### src/eiiu_pkg.sv
// Constants, register map and state types of the edge interrupt input unit.
package eiiu_pkg;
  localparam int LINES        = 16;
  localparam int HS_LINES     = 6;
  localparam int PRE_W        = 12;
  localparam int CLK_NS       = 20;
  localparam int TICK_NS      = 1000;
  localparam int CYC_PER_TICK = (TICK_NS + CLK_NS - 1) / CLK_NS;
  localparam int PRIO_BASE    = 5;
  localparam int TIMER_PRIO_N = 4;
  localparam logic [3:0] REG_CMD     = 4'h0;
  localparam logic [3:0] REG_SEL     = 4'h1;
  localparam logic [3:0] REG_TRIG    = 4'h2;
  localparam logic [3:0] REG_RESP_LO = 4'h3;
  localparam logic [3:0] REG_RESP_HI = 4'h4;
  localparam logic [3:0] REG_MASK    = 4'h5;
  localparam logic [3:0] REG_STAT    = 4'h6;
  localparam logic [3:0] REG_VEC     = 4'h7;
  localparam logic [3:0] REG_ERR     = 4'h8;
  localparam logic [3:0] REG_RUN     = 4'h9;
  localparam int CMD_EN_BIT    = 0;
  localparam int CMD_DIS_BIT   = 1;
  localparam int VEC_START_LSB = 0;
  localparam int VEC_CNT_LSB   = 8;
  localparam int VEC_LINE_LSB  = 16;
  localparam int VEC_SRC_LSB   = 24;
  localparam logic [1:0] TRIG_RISE = 2'h1;
  localparam logic [1:0] TRIG_FALL = 2'h2;
  localparam logic [1:0] TRIG_BOTH = 2'h3;
  localparam logic [31:0] RST_TRIG = 32'h5555_5555;
  localparam logic [15:0] RST_MASK = 16'hFFFF;
  localparam logic [15:0] ERR_PARAM = 16'h0BB8;
  localparam logic [16:0] HS_US [0:5] = '{17'h0_000A, 17'h0_0064, 17'h0_00C8,
                                          17'h0_0190, 17'h0_0258, 17'h0_03E8};
  localparam logic [16:0] STD_US [0:5] = '{17'h0_0064, 17'h0_03E8, 17'h0_1388,
                                           17'h0_2710, 17'h0_4E20, 17'h1_1170};

  // Response time in ticks of one microsecond; codes above five take the longest time.
  function automatic logic [16:0] eiiu_resp_us(input logic hs, input logic [2:0] code);
    logic [2:0] idx;
    idx = (code > 3'h5) ? 3'h5 : code;
    return hs ? HS_US[idx] : STD_US[idx];
  endfunction

  typedef struct packed {
    logic [15:0]       filt;
    logic [15:0][16:0] cnt;
  } eiiu_filt_t;

  typedef struct packed {
    logic [15:0] sync1;
    logic [15:0] sync2;
    logic [15:0] filt_d;
    logic [11:0] pre;
    logic        tick;
    logic        gen_en;
    logic [15:0] sel;
    logic [15:0] mask;
    logic [15:0] pend;
    logic [15:0] run;
    logic [31:0] trig;
    logic [31:0] resp_lo;
    logic [31:0] resp_hi;
    logic [31:0] vec;
    logic [31:0] rdata;
    logic [15:0] err;
    logic        cfg_err;
    logic        irq;
    logic        req_valid;
    logic [7:0]  req_vec;
    logic [4:0]  req_prio;
    logic [3:0]  req_line;
  } eiiu_state_t;
endpackage

### src/eiiu_filt_if.sv
// Interface between the unit and its input filter.
`timescale 1ns/1ns
interface eiiu_filt_if;
  logic [15:0] raw;
  logic        tick;
  logic [63:0] resp;
  logic [15:0] filt;
  modport top (output raw, output tick, output resp, input filt);
  modport flt (input raw, input tick, input resp, output filt);
endinterface

### src/eiiu_filter.sv
// Input response filter for all sixteen lines.
`timescale 1ns/1ns
module eiiu_filter (
  // Clock and reset
  input wire logic   clk_sys_i,
  input wire logic   rst_i,
  // Filter link
  eiiu_filt_if.flt   fif
);
  eiiu_pkg::eiiu_filt_t s_reg;
  eiiu_pkg::eiiu_filt_t s_next;

  // A line follows its input only after the input stood changed for the chosen time.
  always_comb begin
    logic [16:0] lim;
    s_next = s_reg;
    lim    = '0;
    for (int i = 0; i < eiiu_pkg::LINES; i++) begin
      lim = eiiu_pkg::eiiu_resp_us(i < eiiu_pkg::HS_LINES, fif.resp[4*i +: 3]);
      if (fif.raw[i] == s_reg.filt[i]) begin
        s_next.cnt[i] = '0;
      end else if (fif.tick) begin
        if (s_reg.cnt[i] + 17'h1 >= lim) begin
          s_next.filt[i] = fif.raw[i];
          s_next.cnt[i]  = '0;
        end else begin
          s_next.cnt[i] = s_reg.cnt[i] + 17'h1;
        end
      end
    end
  end

  always_ff @(posedge clk_sys_i) begin
    if (rst_i) begin
      s_reg <= '0;
    end else begin
      s_reg <= s_next;
    end
  end

  assign fif.filt = s_reg.filt;
endmodule

### src/eiiu_top.sv
// Edge interrupt input unit: synchroniser, edge detection, pending flags and arbitration.
`timescale 1ns/1ns
module eiiu_top #(
  parameter logic [11:0] TICK_CYCLES = 12'(eiiu_pkg::CYC_PER_TICK)
) (
  // Clock and reset
  input  wire logic        clk_sys_i,
  input  wire logic        rst_i,
  // External input lines
  input  wire logic [15:0] external_input_lines_i,
  // Register port
  input  wire logic [3:0]  reg_addr_i,
  input  wire logic [31:0] reg_wdata_i,
  input  wire logic        reg_we_i,
  input  wire logic        reg_re_i,
  output logic      [31:0] reg_rdata_o,
  // Processor request port
  output logic             irq_o,
  output logic             req_valid_o,
  output logic      [7:0]  req_vector_o,
  output logic      [4:0]  req_prio_o,
  output logic      [3:0]  req_line_o,
  input  wire logic        accept_i,
  input  wire logic        done_i,
  input  wire logic [3:0]  done_line_i,
  // Configuration status
  output logic             cfg_err_o
);
  eiiu_pkg::eiiu_state_t s_reg;
  eiiu_pkg::eiiu_state_t s_next;

  logic [15:0] rise_c;
  logic [15:0] fall_c;
  logic [15:0] qual_c;
  logic [15:0] new_ev_c;
  logic [15:0] clr_c;
  logic [15:0] range_c;
  logic [15:0] cand_c;

  eiiu_filt_if fif ();

  assign fif.raw  = s_reg.sync2;
  assign fif.tick = s_reg.tick;
  assign fif.resp = {s_reg.resp_hi, s_reg.resp_lo};

  eiiu_filter u_filter (
    .clk_sys_i (clk_sys_i),
    .rst_i     (rst_i),
    .fif       (fif)
  );

  always_comb begin
    logic [1:0] tc;
    logic [4:0] off;
    logic [4:0] cnt;
    logic [4:0] sl;
    logic [3:0] ln;
    s_next   = s_reg;
    tc       = '0;
    off      = '0;
    cnt      = '0;
    sl       = '0;
    ln       = '0;
    rise_c   = '0;
    fall_c   = '0;
    qual_c   = '0;
    range_c  = '0;
    cand_c   = '0;
    clr_c    = '0;

    // Two flip-flops before the filter reads the lines.
    s_next.sync1  = external_input_lines_i;
    s_next.sync2  = s_reg.sync1;
    s_next.filt_d = fif.filt;

    // Microsecond tick for the filter counters.
    if (s_reg.pre >= TICK_CYCLES - 12'h001) begin
      s_next.pre  = '0;
      s_next.tick = 1'b1;
    end else begin
      s_next.pre  = s_reg.pre + 12'h001;
      s_next.tick = 1'b0;
    end

    // Register writes.
    if (reg_we_i) begin
      case (reg_addr_i)
        eiiu_pkg::REG_CMD: begin
          if (reg_wdata_i[eiiu_pkg::CMD_DIS_BIT]) begin
            s_next.gen_en = 1'b0;
          end else if (reg_wdata_i[eiiu_pkg::CMD_EN_BIT]) begin
            s_next.gen_en = 1'b1;
          end
        end
        eiiu_pkg::REG_SEL: begin
          s_next.sel = reg_wdata_i[15:0];
        end
        eiiu_pkg::REG_TRIG: begin
          s_next.trig = reg_wdata_i;
        end
        eiiu_pkg::REG_RESP_LO: begin
          s_next.resp_lo = reg_wdata_i;
        end
        eiiu_pkg::REG_RESP_HI: begin
          s_next.resp_hi = reg_wdata_i;
        end
        eiiu_pkg::REG_MASK: begin
          s_next.mask = reg_wdata_i[15:0];
        end
        eiiu_pkg::REG_STAT: begin
          clr_c = reg_wdata_i[15:0];
        end
        eiiu_pkg::REG_VEC: begin
          s_next.vec = reg_wdata_i;
        end
        default: begin
        end
      endcase
    end

    // Register reads; data stand only in the cycle after the strobe.
    s_next.rdata = '0;
    if (reg_re_i) begin
      case (reg_addr_i)
        eiiu_pkg::REG_CMD:     s_next.rdata = {31'h0, s_reg.gen_en};
        eiiu_pkg::REG_SEL:     s_next.rdata = {16'h0, s_reg.sel};
        eiiu_pkg::REG_TRIG:    s_next.rdata = s_reg.trig;
        eiiu_pkg::REG_RESP_LO: s_next.rdata = s_reg.resp_lo;
        eiiu_pkg::REG_RESP_HI: s_next.rdata = s_reg.resp_hi;
        eiiu_pkg::REG_MASK:    s_next.rdata = {16'h0, s_reg.mask};
        eiiu_pkg::REG_STAT:    s_next.rdata = {16'h0, s_reg.pend};
        eiiu_pkg::REG_VEC:     s_next.rdata = s_reg.vec;
        eiiu_pkg::REG_ERR:     s_next.rdata = {16'h0, s_reg.err};
        eiiu_pkg::REG_RUN:     s_next.rdata = {16'h0, s_reg.run};
        default:               s_next.rdata = '0;
      endcase
    end

    // Edges of the filtered lines against their value one cycle earlier.
    rise_c = fif.filt & ~s_reg.filt_d;
    fall_c = ~fif.filt & s_reg.filt_d;
    for (int i = 0; i < eiiu_pkg::LINES; i++) begin
      tc = s_reg.trig[2*i +: 2];
      qual_c[i] = (((tc == eiiu_pkg::TRIG_RISE) || (tc == eiiu_pkg::TRIG_BOTH)) && rise_c[i]) ||
                  (((tc == eiiu_pkg::TRIG_FALL) || (tc == eiiu_pkg::TRIG_BOTH)) && fall_c[i]);
    end
    new_ev_c = s_reg.sel & qual_c & ~s_reg.run;

    // A routine that ends frees its line again.
    if (done_i) begin
      s_next.run[done_line_i] = 1'b0;
    end

    // Accepting the shown request clears its pending flag and marks the routine running.
    if (accept_i && s_reg.req_valid) begin
      clr_c[s_reg.req_line]      = 1'b1;
      s_next.run[s_reg.req_line] = 1'b1;
    end

    // One pending flag per line; an edge in the cycle of a clear wins over it.
    s_next.pend = (s_reg.pend & ~clr_c) | new_ev_c;

    // Lines covered by the relocated vector range.
    cnt = s_next.vec[eiiu_pkg::VEC_CNT_LSB +: 5];
    sl  = {1'b0, s_next.vec[eiiu_pkg::VEC_LINE_LSB +: 4]};
    for (int i = 0; i < eiiu_pkg::LINES; i++) begin
      off        = 5'(i) - sl;
      range_c[i] = (cnt != 5'h00) && (5'(i) >= sl) && (off < cnt);
    end

    // A relocated range with no selected line is a configuration error.
    if ((cnt != 5'h00) && ((s_next.sel & range_c) == 16'h0000)) begin
      s_next.err     = eiiu_pkg::ERR_PARAM;
      s_next.cfg_err = 1'b1;
    end else begin
      s_next.err     = '0;
      s_next.cfg_err = 1'b0;
    end

    s_next.irq = s_next.gen_en & (|(s_next.pend & s_next.mask & s_next.sel));

    // The lowest line number has the highest priority.
    cand_c = s_next.pend & s_next.mask & s_next.sel & ~s_next.run & {16{s_next.gen_en}};
    for (int i = eiiu_pkg::LINES - 1; i >= 0; i--) begin
      if (cand_c[i]) begin
        ln = 4'(i);
      end
    end
    s_next.req_valid = cand_c != 16'h0000;
    s_next.req_line  = ln;
    s_next.req_prio  = 5'(eiiu_pkg::PRIO_BASE) + {1'b0, ln};
    if (range_c[ln]) begin
      s_next.req_vec = s_next.vec[eiiu_pkg::VEC_START_LSB +: 8] + {4'h0, ln - sl[3:0]};
    end else begin
      s_next.req_vec = {4'h0, ln};
    end
  end

  always_ff @(posedge clk_sys_i) begin
    if (rst_i) begin
      s_reg      <= '0;
      s_reg.trig <= eiiu_pkg::RST_TRIG;
      s_reg.mask <= eiiu_pkg::RST_MASK;
    end else begin
      s_reg <= s_next;
    end
  end

  assign reg_rdata_o  = s_reg.rdata;
  assign irq_o        = s_reg.irq;
  assign req_valid_o  = s_reg.req_valid;
  assign req_vector_o = s_reg.req_vec;
  assign req_prio_o   = s_reg.req_prio;
  assign req_line_o   = s_reg.req_line;
  assign cfg_err_o    = s_reg.cfg_err;
endmodule

### config.mk
export PLATFORM = sky130hd
export DESIGN_NAME = eiiu_top
export DESIGN_NICKNAME = d
export VERILOG_FILES = /design/src/eiiu_pkg.sv /design/src/eiiu_filt_if.sv /design/src/eiiu_filter.sv /design/src/eiiu_top.sv
export SDC_FILE = /design/constraint.sdc
export NUM_CORES = 2
export LEC_CHECK = 0
export BUFFER_PORTS_ARGS = -buffer_cell sky130_fd_sc_hd__buf_4
export CAP_MARGIN = 40
export CORE_MARGIN = 2
export CORE_UTILIZATION = 45
export DETAILED_ROUTE_END_ITERATION = 6
export GPL_ROUTABILITY_DRIVEN = 0
export SLEW_MARGIN = 5
export SYNTH_ARGS = -nofsm -noshare
export SYNTH_HDL_FRONTEND = slang
export SYNTH_HIERARCHICAL = 1
export SYNTH_SLANG_ARGS = --single-unit
export TNS_END_PERCENT = 10
### constraint.sdc
create_clock -name clk_sys_i -period 5.02 [get_ports clk_sys_i]
set_input_delay 0.251 -clock clk_sys_i [delete_from_list [all_inputs] [get_ports clk_sys_i]]
set_output_delay 0.251 -clock clk_sys_i [all_outputs]
set_load 0.05 [all_outputs]
==> results.md <==
- Status: complete, no violations
- Clock Sink Count: 594
- Count of vias placed by the detailed router: 32100
- Sequential cell area: 11900 sq um
- Count of fill cells added during filler insertion: 7639
- Launching point of the worst reg2reg path: s_reg[193]
- Row count: 103
- CTS tree: yes
- Die Footprint: 82300 sq um
- Combined area of the multi-input logic cells: 22400 sq um
- Endpoint class of the critical path: register
- Area overhead of the layout relative to synthesis: 12.8%
- Final Net Count: 4804
- DRC: 0
- Antenna violations before repair: 3
- Crit path required time: 5490 ps
- Number of global-route vias before repair: 29700
- Number of standard cells in the layout, taps in and fillers out: 5537
- Number of max-slew violations in the final report: 0
- GRT Util Overall: 25.0%
- I/O pin cnt: 114
- Max Freq: 212 MHz
- Post-synth EDFFs: 0
- IO buf count: 113
- Worst min-delay path startpoint: rst_i
- Detailed placer's ending HPWL: 74000 um
- Max reg flops: 272
- Overall power: 10.9 mW
- Seq cells post-synth: 594
- Count of cells along the worst register-to-register path: 21
- Reg2Reg Setup Slack: 310 ps
- Number of warnings reported in the yosys synthesis log: 6
- Capture instance of the worst register-to-register path: req_vector_o[7]
- Period utilisation layout: 93.9%
- Worst setup SP type: register
- Worst hold path stage count: 2
- Post-DRT Antenna Nets: 0
- Top fanout value on the critical path: 6
- Post-CTS Setup Bufs: 0
- MaxCap Viol Count: 0
- Share of the yosys chip area belonging to registers: 33.0%
- Hold slack: 87.3 ps
- Setup repair after global routing missed its margin: no
- Proportion of layout cells with a drive suffix above 1: 9.14%
- Wire length of the first global-routing pass: 166000 um
- Buffer depth of the longest clock path: 3
- Core region area: 79100 sq um
- Type of the tightest min-delay check: in2reg
- H-Tree Level Count: 3
- Headroom to the max-slew limit: 43.7%
- Path type of the worst setup path: reg2reg
- Time the final worst path needs with I/O delays and setup: 4710 ps
- Final hold violation count: 0
- Total negative slack for setup checks: 0 ps
- Dpl cells: 5357
- Number of unique standard cell types used by synthesis: 104
- Total clock buffers created by CTS: 72
- Clk_lat worst skew: 620 ps
- Number of optimization iterations in the first detailed-route pass: 6
- Via density per instance: 5.80
- Total setup violations reported at the end of the flow: 0
- Clock Skews: 19.6 ps
- Number of instances in the synthesized netlist: 4397
- Post-layout util: 51.3%
- Synthesized area per cell: 8.19 sq um
- Maximum number of pins on one net before global-route repair: 104
- IR drop worst, VDD: 203 uV
- Total congestion overflow: 0
- Crit path DAT: 5180 ps
- Wire length per cell after detailed routing: 19.1 um
- Initial cell density of the core: 45.5%
- Floorplan die width: 287 um
- Clock transition at the register clock pins on the worst setup and hold paths after CTS: 60 ps
- DR iter-0 viols: 2620
- Static leakage: 16.0 nW
- Height of the die: 287 um
- Async SR Flop Fraction: 0%
- Areal power density over the cells: 268 nW/um^2
- Cell chosen for the clock root: sky130_fd_sc_hd__clkbuf_16
- Worst min-delay path endpoint: fif.raw[12]
- Total routed wirelength: 106000 um
- Primary FF master, synth: sky130_fd_sc_hd__dfxtp_1
- Worst Max-Slew Pin Slew: 843 ps
- Mapped cell area: 36000 sq um
-- worst max-delay path, stage by stage, from the launching register on --
cell and delay [ps]:
sky130_fd_sc_hd__dfxtp_1 350, sky130_fd_sc_hd__nand2_1 50, sky130_fd_sc_hd__o21ai_0 340, sky130_fd_sc_hd__buf_4 210, sky130_fd_sc_hd__a32oi_1 70, sky130_fd_sc_hd__or4_1 580, sky130_fd_sc_hd__a211o_1 310, sky130_fd_sc_hd__a311o_1 330
sky130_fd_sc_hd__a21o_1 270, sky130_fd_sc_hd__inv_2 130, sky130_fd_sc_hd__ha_1 190, sky130_fd_sc_hd__inv_1 50, sky130_fd_sc_hd__a21o_1 170, sky130_fd_sc_hd__a21oi_1 160, sky130_fd_sc_hd__xnor2_1 150, sky130_fd_sc_hd__xnor2_1 110
sky130_fd_sc_hd__ha_1 340, sky130_fd_sc_hd__nor2b_1 170, sky130_fd_sc_hd__nor2_1 80, sky130_fd_sc_hd__a211oi_1 240, sky130_fd_sc_hd__xor2_1 200, sky130_fd_sc_hd__nor3_1 70
-- synth_stat cells (20+ instances only) --
library cell / instances / area [sq um]
sky130_fd_sc_hd__nor3_1: 91 / 455
sky130_fd_sc_hd__nor2b_1: 117 / 732
sky130_fd_sc_hd__a211oi_1: 27 / 203
sky130_fd_sc_hd__dfxtp_1: 594 / 11900
sky130_fd_sc_hd__nand3_1: 214 / 1070
sky130_fd_sc_hd__nand3b_1: 60 / 450
sky130_fd_sc_hd__a32o_1: 51 / 510
sky130_fd_sc_hd__mux2i_1: 51 / 510
sky130_fd_sc_hd__xor2_1: 104 / 911
sky130_fd_sc_hd__a221oi_1: 25 / 219
sky130_fd_sc_hd__a31oi_1: 28 / 175
sky130_fd_sc_hd__ha_1: 311 / 3890
sky130_fd_sc_hd__nand2b_1: 74 / 463
sky130_fd_sc_hd__and3_1: 72 / 450
sky130_fd_sc_hd__a22o_1: 56 / 490
sky130_fd_sc_hd__clkbuf_1: 180 / 676
sky130_fd_sc_hd__or3_1: 21 / 131
sky130_fd_sc_hd__and4_1: 22 / 193
sky130_fd_sc_hd__nand4_1: 75 / 469
sky130_fd_sc_hd__buf_4: 70 / 526
sky130_fd_sc_hd__buf_2: 20 / 100
sky130_fd_sc_hd__a22oi_1: 61 / 458
sky130_fd_sc_hd__a21o_1: 21 / 158
sky130_fd_sc_hd__inv_1: 111 / 417
sky130_fd_sc_hd__xnor2_1: 160 / 1400
sky130_fd_sc_hd__nand2_1: 594 / 2230
sky130_fd_sc_hd__nor4_1: 43 / 269
sky130_fd_sc_hd__a21oi_1: 343 / 1720
sky130_fd_sc_hd__and2_1: 48 / 300
sky130_fd_sc_hd__o21ai_0: 172 / 861
sky130_fd_sc_hd__nor2_1: 268 / 1010
-- kinds of logic (layout without fill, tap and decap cells) --
family / Yosys count / count (layout) / synth area share [%]
DFF: 594 / 594 / 33.0
other: 1 / 8 / 0.0104
muxes: 62 / 62 / 1.81
adders and majority gates: 313 / 313 / 10.9
AOI/OAI and AO/OA: 971 / 971 / 17.8
buffers and inverters: 411 / 494 / 5.17
xor gates and xnor gates: 264 / 264 / 6.42
and+or+nand+nor: 1781 / 1781 / 24.9
-- through the flow --
step / setup WS, ps / instance area [sq um]
after detailed placement: 24.0 / 37600
final: 308 / 40600
after global placement: 118 / 37500
after global routing: 19.0 / 40600
after CTS: 399 / 40600
after floorplan: 29.1 / 36000
-- per-layer routing --
| metal | wire length (um) | GRT usage, % | part of all wire, % |
|---|---|---|---|
| met1 | 49500 | 35.5 | 47 |
| met2 | 45600 | 38.1 | 43 |
| met3 | 6780 | 3.67 | 6.4 |
| met4 | 3650 | 9.54 | 3.5 |
| met5 | 0 | 0 | 0 |
-- repair_timing --
action	4_1_cts	5_1_grt
setup endpoints to repair	0	0
endpoints found under the hold margin	137	0
resized for setup	0	0
hold buffers	48	0
-- layout by cell type (no fill, tap or decap), drive strengths merged, types with 48 or more instances in the layout --
| master | n |
|---|---|
| xnor2 | 160 |
| nand3 | 216 |
| nor2 | 268 |
| xor2 | 104 |
| ha | 311 |
| nor2b | 117 |
| mux2i | 52 |
| nor3 | 99 |
| nand4 | 76 |
| dfxtp | 594 |
| dlygate4sd3 | 48 |
| a22o | 56 |
| o21ai | 173 |
| buf | 203 |
| clkbuf | 95 |
| a22oi | 61 |
| nand2b | 75 |
| nand3b | 60 |
| a21oi | 344 |
| nand2 | 595 |
| inv | 119 |
| a32o | 51 |
| and2 | 51 |
| and3 | 72 |
-- where the power goes --
part           internal (mW)  total [mW]  switching (mW)
logic                  0.220       0.616           0.396
registers               4.75        4.80          0.0458
clock network           3.31        5.47            2.17
total                   8.28        10.9            2.61
-- worst max-delay path by stage --
stage	from	to	slack (ps)	cells past startpoint
global placement	reg_addr_i[3]	req_vector_o[0]	120	18
CTS	req_line_o[1]	req_vector_o[7]	400	17
floorplan	reg_addr_i[1]	req_vector_o[0]	30	20
finish	s_reg[193]	req_vector_o[7]	310	21
global route	req_line_o[1]	req_vector_o[7]	20	17
detailed placement	reg_addr_i[2]	req_vector_o[7]	20	18
-- final cells by class --
type | instances | share of cell area [%]
diodes | 2 | 0.0123
repair buffers | 251 | 5.20
well taps | 1050 | 3.23
inverters | 113 | 1.06
clock inverters | 35 | 0.998
flip-flops and latches | 594 | 29.3
clock buffers | 95 | 5.15
multi-input cells | 3397 | 55.1
No activity file was read; power rests on OpenSTA's default activity.
